**config.mk**
```make
export PLATFORM = sky130hd
export DESIGN_NAME = mbf_bridge
export DESIGN_NICKNAME = d
export VERILOG_FILES = /design/src/hw/mbf_pkg.sv /design/src/hw/mbf_bridge.sv /design/src/hw/mbf_addr_table.sv /design/src/hw/mbf_age_timer.sv
export SDC_FILE = /design/constraint.sdc
export NUM_CORES = 2
export LEC_CHECK = 0
export BUFFER_PORTS_ARGS = -buffer_cell sky130_fd_sc_hd__buf_2
export CAP_MARGIN = 20
export CORE_MARGIN = 2
export CORE_UTILIZATION = 40
export DETAILED_ROUTE_END_ITERATION = 6
export GPL_TIMING_DRIVEN = 0
export SLEW_MARGIN = 20
export SYNTH_ARGS = -nofsm -noshare
export SYNTH_HDL_FRONTEND = slang
export SYNTH_SLANG_ARGS = --single-unit
```
**constraint.sdc**
```tcl
create_clock -name sys_clk -period 9.4 [get_ports sys_clk]
set_input_delay 0.94 -clock sys_clk [delete_from_list [all_inputs] [get_ports sys_clk]]
set_output_delay 0.94 -clock sys_clk [all_outputs]
set_load 0.05 [all_outputs]
```
**src/hw/mbf_pkg.sv**
```systemverilog
package mbf_pkg;
    // Address layout
    localparam int ADDR_W = 48;
    localparam int GROUP_BIT = 40;
    localparam logic [47:0] BCAST_ADDR = 48'hffff_ffff_ffff;
    localparam logic [47:0] STP_ADDR = 48'h0180_c200_0000;
    localparam logic [47:0] MAC_RST = 48'h0000_0000_0000;

    // Table capacities, build-time choices
    localparam int SDT_DEPTH = 4;
    localparam int LOCAL_DEPTH = 8;

    // Timing
    localparam int CLK_PERIOD_NS = 100;
    localparam int STALE_US = 100;
    localparam int STALE_CYC = (STALE_US * 1000) / CLK_PERIOD_NS;

    // Direction codes
    localparam logic DIR_UP = 1'b0;
    localparam logic DIR_DOWN = 1'b1;

    // Decision reason codes
    localparam logic [3:0] RSN_FWD = 4'h0;
    localparam logic [3:0] RSN_FILTER = 4'h1;
    localparam logic [3:0] RSN_STP = 4'h2;
    localparam logic [3:0] RSN_UNKNOWN = 4'h3;
    localparam logic [3:0] RSN_BCAST_SRC = 4'h4;
    localparam logic [3:0] RSN_MCAST = 4'h5;
    localparam logic [3:0] RSN_SRC_UNSUP = 4'h6;
    localparam logic [3:0] RSN_LOCAL = 4'h7;
    localparam logic [3:0] RSN_STALE = 4'h8;

    // Request sequencing
    typedef enum logic [2:0] {
        ST_IDLE = 3'b001,
        ST_LOOK = 3'b010,
        ST_HOLD = 3'b100
    } mbf_state_e;
endpackage

```
**src/hw/mbf_bridge.sv**
```systemverilog
`timescale 1ns/10ps
`default_nettype none
module mbf_bridge (
    input wire logic sys_clk,
    input wire logic nrst,
    input wire logic learn_en,
    input wire logic stp_filter_en,
    input wire logic up_mc_allow,
    input wire logic prov_valid,
    input wire logic [47:0] prov_addr,
    output logic prov_reject,
    input wire logic req_valid,
    output logic req_ready,
    input wire logic req_dir,
    input wire logic req_host,
    input wire logic [47:0] req_src,
    input wire logic [47:0] req_dst,
    input wire logic req_filter_drop,
    input wire logic req_mc_policy_ok,
    input wire logic req_mc_member_ok,
    output logic dec_valid,
    input wire logic dec_ready,
    output logic dec_fwd,
    output logic [3:0] dec_reason,
    output logic dec_host,
    output logic dec_stale,
    output logic sdt_full
);
    mbf_pkg::mbf_state_e state_r;
    mbf_pkg::mbf_state_e state_nxt;
    logic req_ready_r;
    logic dir_r;
    logic host_r;
    logic [47:0] src_r;
    logic [47:0] dst_r;
    logic filt_r;
    logic pol_r;
    logic mem_r;
    logic dec_valid_r;
    logic dec_fwd_r;
    logic [3:0] dec_reason_r;
    logic dec_host_r;
    logic dec_stale_r;
    logic sdt_full_r;
    logic prov_reject_r;
    logic src_hit;
    logic dst_hit;
    logic loc_hit;
    logic sdt_full_w;
    logic sdt_drop;
    logic stale_w;

    // State decode
    wire in_idle = (state_r == mbf_pkg::ST_IDLE);
    wire in_look = (state_r == mbf_pkg::ST_LOOK);
    wire in_hold = (state_r == mbf_pkg::ST_HOLD);
    wire take = req_valid && req_ready_r;
    wire done = dec_valid_r && dec_ready;

    // Destination classes
    wire is_up = (dir_r == mbf_pkg::DIR_UP);
    wire is_bcast = (dst_r == mbf_pkg::BCAST_ADDR);
    wire is_mcast = dst_r[mbf_pkg::GROUP_BIT] && !is_bcast;
    wire is_stp = stp_filter_en && (dst_r == mbf_pkg::STP_ADDR);
    wire is_ucast = !dst_r[mbf_pkg::GROUP_BIT];

    // Learning: provisioning owns the write port when both want it
    wire learn_ok = in_look && is_up && !src_hit && learn_en && !sdt_full_w && !prov_valid;
    wire src_ok = src_hit || learn_ok;
    wire loc_wr = in_look && is_up && !src_ok;
    wire sdt_wr = prov_valid || learn_ok;
    wire [47:0] sdt_wr_mac = prov_valid ? prov_addr : src_r;
    wire dst_local = loc_hit || dst_hit;

    // Customer to cable decision
    wire [3:0] up_rsn = req_rsn_up(filt_r, is_stp, src_ok, is_bcast, is_mcast, up_mc_allow, dst_local);
    // Cable to customer decision
    wire [3:0] dn_rsn = req_rsn_dn(filt_r, is_stp, is_bcast, src_hit, is_mcast, pol_r && mem_r, dst_hit);
    wire [3:0] rsn_w = is_up ? up_rsn : dn_rsn;

    // Priority order for upstream frames
    function automatic logic [3:0] req_rsn_up(
        input logic filt,
        input logic stp,
        input logic sok,
        input logic bc,
        input logic mc,
        input logic mca,
        input logic loc
    );
        if (filt) begin
            req_rsn_up = mbf_pkg::RSN_FILTER;
        end else if (stp) begin
            req_rsn_up = mbf_pkg::RSN_STP;
        end else if (!sok) begin
            req_rsn_up = mbf_pkg::RSN_SRC_UNSUP;
        end else if (bc) begin
            req_rsn_up = mbf_pkg::RSN_FWD;
        end else if (mc) begin
            req_rsn_up = mca ? mbf_pkg::RSN_FWD : mbf_pkg::RSN_MCAST;
        end else if (loc) begin
            req_rsn_up = mbf_pkg::RSN_LOCAL;
        end else begin
            req_rsn_up = mbf_pkg::RSN_FWD;
        end
    endfunction

    // Priority order for downstream frames
    function automatic logic [3:0] req_rsn_dn(
        input logic filt,
        input logic stp,
        input logic bc,
        input logic shit,
        input logic mc,
        input logic mok,
        input logic dhit
    );
        if (filt) begin
            req_rsn_dn = mbf_pkg::RSN_FILTER;
        end else if (stp) begin
            req_rsn_dn = mbf_pkg::RSN_STP;
        end else if (bc) begin
            req_rsn_dn = shit ? mbf_pkg::RSN_BCAST_SRC : mbf_pkg::RSN_FWD;
        end else if (mc) begin
            req_rsn_dn = mok ? mbf_pkg::RSN_FWD : mbf_pkg::RSN_MCAST;
        end else begin
            req_rsn_dn = dhit ? mbf_pkg::RSN_FWD : mbf_pkg::RSN_UNKNOWN;
        end
    endfunction

    // Supported-device table
    mbf_addr_table #(
        .DEPTH(mbf_pkg::SDT_DEPTH)
    ) u_sdt (
        .sys_clk(sys_clk),
        .nrst(nrst),
        .wr_en(sdt_wr),
        .wr_prov(prov_valid),
        .wr_mac(sdt_wr_mac),
        .wr_drop(sdt_drop),
        .look_a(src_r),
        .hit_a(src_hit),
        .look_b(dst_r),
        .hit_b(dst_hit),
        .full(sdt_full_w)
    );

    // Local non-supported address set
    mbf_addr_table #(
        .DEPTH(mbf_pkg::LOCAL_DEPTH)
    ) u_local (
        .sys_clk(sys_clk),
        .nrst(nrst),
        .wr_en(loc_wr),
        .wr_prov(1'b0),
        .wr_mac(src_r),
        .wr_drop(),
        .look_a(dst_r),
        .hit_a(loc_hit),
        .look_b(src_r),
        .hit_b(),
        .full()
    );

    // Wait limit on an offered decision
    mbf_age_timer #(
        .LIMIT(mbf_pkg::STALE_CYC)
    ) u_age (
        .sys_clk(sys_clk),
        .nrst(nrst),
        .run(in_hold && !dec_ready),
        .expired(stale_w)
    );

    // Next state: one frame in flight keeps arrival order
    always_comb begin
        state_nxt = state_r;
        case (state_r)
            mbf_pkg::ST_IDLE: begin
                if (take) begin
                    state_nxt = mbf_pkg::ST_LOOK;
                end
            end
            mbf_pkg::ST_LOOK: begin
                state_nxt = mbf_pkg::ST_HOLD;
            end
            mbf_pkg::ST_HOLD: begin
                if (done || stale_w) begin
                    state_nxt = mbf_pkg::ST_IDLE;
                end
            end
            default: begin
                state_nxt = mbf_pkg::ST_IDLE;
            end
        endcase
    end

    // Frame capture, host frames share the customer path
    always_ff @(posedge sys_clk or negedge nrst) begin
        if (!nrst) begin
            dir_r <= mbf_pkg::DIR_UP;
            host_r <= 1'b0;
            src_r <= mbf_pkg::MAC_RST;
            dst_r <= mbf_pkg::MAC_RST;
            filt_r <= 1'b0;
            pol_r <= 1'b0;
            mem_r <= 1'b0;
        end else if (take) begin
            dir_r <= req_host ? mbf_pkg::DIR_UP : req_dir;
            host_r <= req_host;
            src_r <= req_src;
            dst_r <= req_dst;
            filt_r <= req_filter_drop;
            pol_r <= req_mc_policy_ok;
            mem_r <= req_mc_member_ok;
        end
    end

    // Sequencer and handshake flags
    always_ff @(posedge sys_clk or negedge nrst) begin
        if (!nrst) begin
            state_r <= mbf_pkg::ST_IDLE;
            req_ready_r <= 1'b0;
            dec_valid_r <= 1'b0;
            dec_stale_r <= 1'b0;
        end else begin
            state_r <= state_nxt;
            req_ready_r <= (state_nxt == mbf_pkg::ST_IDLE);
            dec_valid_r <= (state_nxt == mbf_pkg::ST_HOLD);
            dec_stale_r <= in_hold && !done && stale_w;
        end
    end

    // Decision fields
    always_ff @(posedge sys_clk or negedge nrst) begin
        if (!nrst) begin
            dec_fwd_r <= 1'b0;
            dec_reason_r <= mbf_pkg::RSN_FWD;
            dec_host_r <= 1'b0;
        end else if (in_look) begin
            dec_fwd_r <= (rsn_w == mbf_pkg::RSN_FWD);
            dec_reason_r <= rsn_w;
            dec_host_r <= host_r;
        end else if (in_hold && !done && stale_w) begin
            dec_fwd_r <= 1'b0;
            dec_reason_r <= mbf_pkg::RSN_STALE;
        end
    end

    // Status
    always_ff @(posedge sys_clk or negedge nrst) begin
        if (!nrst) begin
            sdt_full_r <= 1'b0;
            prov_reject_r <= 1'b0;
        end else begin
            sdt_full_r <= sdt_full_w;
            prov_reject_r <= prov_valid && sdt_drop;
        end
    end

    assign req_ready = req_ready_r;
    assign dec_valid = dec_valid_r;
    assign dec_fwd = dec_fwd_r;
    assign dec_reason = dec_reason_r;
    assign dec_host = dec_host_r;
    assign dec_stale = dec_stale_r;
    assign sdt_full = sdt_full_r;
    assign prov_reject = prov_reject_r;

    // Checks
    chk_learn_hit: assert property (@(posedge sys_clk) disable iff (!nrst)
        learn_ok |=> src_hit)
        else $error("learned source missing from table");

    chk_full_drop: assert property (@(posedge sys_clk) disable iff (!nrst)
        in_look && is_up && !src_hit && sdt_full_w && !filt_r && !is_stp
        |=> dec_valid && dec_reason == mbf_pkg::RSN_SRC_UNSUP)
        else $error("unknown source passed with full table");

    chk_one_decision: assert property (@(posedge sys_clk) disable iff (!nrst)
        dec_valid && dec_ready |=> !dec_valid ##1 !dec_valid)
        else $error("decision offered twice");

    chk_stale_gone: assert property (@(posedge sys_clk) disable iff (!nrst)
        dec_stale |-> !dec_valid && $past(dec_valid) && !dec_fwd)
        else $error("stale pulse without withdrawal");

    chk_in_order: assert property (@(posedge sys_clk) disable iff (!nrst)
        req_valid && req_ready |=> !req_ready [*2])
        else $error("new frame taken while one in flight");

    chk_down_unknown: assert property (@(posedge sys_clk) disable iff (!nrst)
        in_look && !is_up && is_ucast && !dst_hit && !filt_r && !is_stp
        |=> dec_valid && !dec_fwd && dec_reason == mbf_pkg::RSN_UNKNOWN)
        else $error("unknown unicast sent to customer");

    chk_bcast_src: assert property (@(posedge sys_clk) disable iff (!nrst)
        in_look && !is_up && is_bcast && src_hit && !filt_r |=> !dec_fwd)
        else $error("broadcast from supported source sent down");

    chk_mcast_gate: assert property (@(posedge sys_clk) disable iff (!nrst)
        in_look && !is_up && is_mcast && !(pol_r && mem_r) |=> !dec_fwd)
        else $error("multicast passed without both permits");

    chk_local_keep: assert property (@(posedge sys_clk) disable iff (!nrst)
        in_look && is_up && src_ok && is_ucast && loc_hit && !filt_r
        |=> dec_reason == mbf_pkg::RSN_LOCAL)
        else $error("local traffic sent to cable");

    chk_stp_drop: assert property (@(posedge sys_clk) disable iff (!nrst)
        in_look && is_stp |=> !dec_fwd)
        else $error("spanning tree unit forwarded");

    cov_up_fwd: cover property (@(posedge sys_clk) disable iff (!nrst)
        dec_valid && dec_ready && dec_fwd && !$past(dir_r));
    cov_learn_full: cover property (@(posedge sys_clk) disable iff (!nrst)
        learn_ok ##1 sdt_full_w);
    cov_stale: cover property (@(posedge sys_clk) disable iff (!nrst)
        dec_stale);
    cov_prov_evict: cover property (@(posedge sys_clk) disable iff (!nrst)
        prov_valid && sdt_full_w && !sdt_drop);
endmodule
`default_nettype wire

```
**src/hw/mbf_addr_table.sv**
```systemverilog
`timescale 1ns/10ps
`default_nettype none
module mbf_addr_table #(
    parameter int DEPTH = 4
) (
    input wire logic sys_clk,
    input wire logic nrst,
    input wire logic wr_en,
    input wire logic wr_prov,
    input wire logic [47:0] wr_mac,
    output logic wr_drop,
    input wire logic [47:0] look_a,
    output logic hit_a,
    input wire logic [47:0] look_b,
    output logic hit_b,
    output logic full
);
    logic [DEPTH-1:0] vld_r;
    logic [DEPTH-1:0] prov_r;
    logic [47:0] mac_r [DEPTH];
    logic [DEPTH-1:0] m_wr;
    logic [DEPTH-1:0] m_a;
    logic [DEPTH-1:0] m_b;

    // Lowest set bit as one-hot
    function automatic logic [DEPTH-1:0] first_one(input logic [DEPTH-1:0] v);
        first_one = v & (~v + {{(DEPTH-1){1'b0}}, 1'b1});
    endfunction

    // Slot choice: existing entry, then free slot, then learned slot for provisioning
    wire [DEPTH-1:0] free_sel = first_one(~vld_r);
    wire [DEPTH-1:0] evict_sel = first_one(vld_r & ~prov_r);
    wire [DEPTH-1:0] tgt = (|m_wr) ? m_wr : ((|free_sel) ? free_sel : (wr_prov ? evict_sel : '0));
    assign wr_drop = wr_en && (tgt == '0);
    assign hit_a = |m_a;
    assign hit_b = |m_b;
    assign full = &vld_r;

    // Entries hold until reset or, for learned entries, eviction by provisioning, no aging
    genvar g;
    generate
        for (g = 0; g < DEPTH; g++) begin : g_ent
            assign m_wr[g] = vld_r[g] && (mac_r[g] == wr_mac);
            assign m_a[g] = vld_r[g] && (mac_r[g] == look_a);
            assign m_b[g] = vld_r[g] && (mac_r[g] == look_b);
            always_ff @(posedge sys_clk or negedge nrst) begin
                if (!nrst) begin
                    vld_r[g] <= 1'b0;
                    prov_r[g] <= 1'b0;
                    mac_r[g] <= mbf_pkg::MAC_RST;
                end else if (wr_en && tgt[g]) begin
                    vld_r[g] <= 1'b1;
                    prov_r[g] <= (m_wr[g] & prov_r[g]) | wr_prov;
                    mac_r[g] <= wr_mac;
                end
            end
        end
    endgenerate
endmodule
`default_nettype wire

```
**src/hw/mbf_age_timer.sv**
```systemverilog
`timescale 1ns/10ps
`default_nettype none
module mbf_age_timer #(
    parameter int LIMIT = 1000
) (
    input wire logic sys_clk,
    input wire logic nrst,
    input wire logic run,
    output logic expired
);
    localparam int CW = $clog2(LIMIT + 1);
    localparam logic [CW-1:0] LAST = CW'(LIMIT - 1);
    logic [CW-1:0] cnt_r;
    logic exp_r;

    // Counts while run is high, saturates at LIMIT - 1
    always_ff @(posedge sys_clk or negedge nrst) begin
        if (!nrst) begin
            cnt_r <= '0;
            exp_r <= 1'b0;
        end else if (!run) begin
            cnt_r <= '0;
            exp_r <= 1'b0;
        end else begin
            if (cnt_r != LAST) begin
                cnt_r <= cnt_r + 1'b1;
            end
            exp_r <= (cnt_r == LAST);
        end
    end
    assign expired = exp_r;
endmodule
`default_nettype wire

```
==> flow_summary.toml <==
[cts]
clockBufferDepth = 3
postCtsHoldBufs = 0
cts_inserted_buffers = 90
clock-sinks = 718
clk_latency_ns = 0.77
cts_tree = "done"
clk_pin_slew_ns = 0.06
htree_levels = 3
cts_resized = 0
root_buffer = "clkbuf_16"
post_cts_buffers = 0

[place]
place.gp.congestion = 1.16
place_ws_ns = 3.10
dpl.hpwl_um = 230000
io_buffers = 166

[synthesis]
synth_commonest_cells = "718 x xnor2_1, 717 x dfrtp_1, 637 x mux2_2"
synth_area_leaders = "dfrtp_1 40%, mux2_2 16%, xnor2_1 14%"
synth.distinct_cells = 71
synth_nets = 4104
synth_edf_count = 0
yosys_warnings = 0
synth_largest_area_cell = "dfrtp_1"
synth.most_common_cell = "xnor2_1"
ys_seq_elements = 718
syn-cell-area_mm2 = 0.0450
async_reset_ff_frac = 1.00
avgSynthCellArea_um2 = 11.4
seq_area_frac_synth = 0.399
synthCells = 3946
synth_top_area_share = 0.398
ys.flop_type = "dfrtp_1"

[timing]
final-hold-violation-count = 0
rsz0062_at_grt = "no"
setup_ws_ns = 2.64
fmax_mhz = 148
fin_crit_ns = 6.76
finalSetupTns_ns = 0
worstMarginPinSlew_ns = 1.42
skew_ns = 0.0467
period_share = 0.719
maxSlewViolCount = 0
finalSetupViolCount = 0
relSlewSlack = 0.0428

[grt]
gr-total-overflow = 0
grt_pass1_wl_um = 382000
grt_antenna_before_repair = 24
track_usage = 0.514
grt_pass1_vias = 36900
grt_max_degree = 87

[min_path]
min-delay-path-class = "input port to async pin"

[drt]
ant_nets = 0
routed_wl_um = 300000
drtPass1Iterations = 7
wl_per_cell_um = 51.6
remaining_drc_errors = 0
vias = 37900
viasPerCell = 6.50
drt_iter0_drc = 5233

[final_layout]
layout.nets = 4393
area_growth_pct = 14.9
drive_above_1_share = 0.313

[critical_path]
cp_top_family = "simple AND/OR/NAND/NOR gates"
endpoint_kind = "flop"
slowest_delay_ns = 1.08
crit_path_cell_trace = "buf_4 -> buf_2 -> xnor2_1 -> nand4_1 -> nor4_1 -> nand3_1 -> o22ai_1 -> a311oi_4 -> o211ai_2 -> o21bai_1 -> buf_2 -> buf_4 -> mux2_2"
cpMaxStageDelayCell = "nor4_1"
crit_buf_inv = 4
start_kind = "flop"
crit_fanout = 10
cp.arrival_ns = 7.40
cp.required_ns = 10.04
crit_type = "flop to flop"

[floorplanning]
die_h_um = 340
dieArea_mm2 = 0.115
start_util = 0.402
io_pins = 168
num_rows = 123
core-area_mm2 = 0.112
die_w_um = 340

[pwr]
leakage_nw = 21.8
p_per_area_mw_per_mm2 = 400
irDropWorstVdd_mv = 0.194

[flow_run]
maxCapViolations = 0

[run_status]
status = "complete, no violations"
-- flip-flops by register name, indices dropped and copies added, names as in the netlist, 3 cells and up --
signal	cells
u_local.mac_r	384
u_sdt.mac_r	192
dst_r	48
src_r	48
u_age.cnt_r	10
u_local.vld_r	8
dec_reason	4
u_sdt.prov_r	4
u_sdt.vld_r	4
state_r	3
-- cell type report --
| class | count | area, µm² |
|---|---|---|
| Multi-Input combinational cell | 2840 | 25400 |
| Timing Repair Buffer | 197 | 1360 |
| Antenna cell | 16 | 40.0 |
| Clock buffer | 132 | 2660 |
| Buffer | 313 | 1690 |
| Tap cell | 1500 | 1880 |
| Inverter | 75 | 282 |
| Clock inverter | 33 | 499 |
| Sequential cell | 718 | 18000 |
| Fill cell | 10800 | 60300 |
-- per-stage QoR --
step                       util  instances  cell area [µm²]  power (mW)  hold slack [ns]
after global placement    0.426       5612            47700        15.9            0.448
final                     0.462       5824            51700        20.7            0.143
after CTS                 0.460       5802            51500        19.8            0.184
after global routing      0.461       5809            51700        20.5            0.183
after detailed placement  0.432       5637            48400        16.0            0.464
after floorplan               -       3946            45000        10.2            0.433
-- routing by layer --
layer / vias to the layer above / wire length (µm) / global-route usage
li1: 14300 / - / -
met2: 2943 / 130000 / 0.773
met4: 4 / 42500 / 0.567
met3: 1203 / 26500 / 0.145
met5: - / 27 / 0
met1: 19400 / 102000 / 0.557
-- report_power, final --
group          internal (mW)  switching (mW)  leakage, nW  total, mW
Combinational           3.40            7.92         11.1       11.3
Clock                   2.20            1.62         1.54       3.82
Sequential              3.97            1.60         9.19       5.57
-- cells by family after synthesis --
logic type               after synthesis  share of synthesized area
AND/OR/NAND/NOR                      662                     0.0859
multiplexers                         755                      0.201
adder cells (fa/ha/maj)                1                   0.000278
buffers and inverters                388                     0.0423
XOR/XNOR                            1269                      0.247
flip-flops                           718                      0.399
AO/OA/AOI/OAI                        153                     0.0244
-- path summary, 6_finish.rpt --
| path | endpoint | from | cells after the start | slack [ns] |
|---|---|---|---|---|
| max | u_local.mac_r[229] | src_r[3] | 13 | 2.64 |
| min | u_sdt.mac_r[140] | nrst | 1 | 0.14 |
| max reg2reg | u_local.mac_r[229] | src_r[3] | 13 | 2.64 |
| min reg2reg | dec_host | host_r | 2 | 0.48 |
| max in group asynchronous | u_local.vld_r[5] | nrst | 4 | 7.54 |
| min in group sys_clk | dst_r[40] | req_dst[40] | 2 | 0.40 |
-- cell usage in the layout, fill, tap and decap left out, types with 74 or more instances in the layout --
cell | netlist | layout
buf_2 | 116 | 302
clkbuf_1 | 111 | 98
clkbuf_16 | 0 | 91
dfrtp_1 | 717 | 717
inv_1 | 74 | 74
mux2_2 | 637 | 637
nand4_1 | 181 | 181
nor4_1 | 214 | 195
xnor2_1 | 718 | 712
xor2_1 | 551 | 549
No activity file was read; power rests on OpenSTA's default activity.
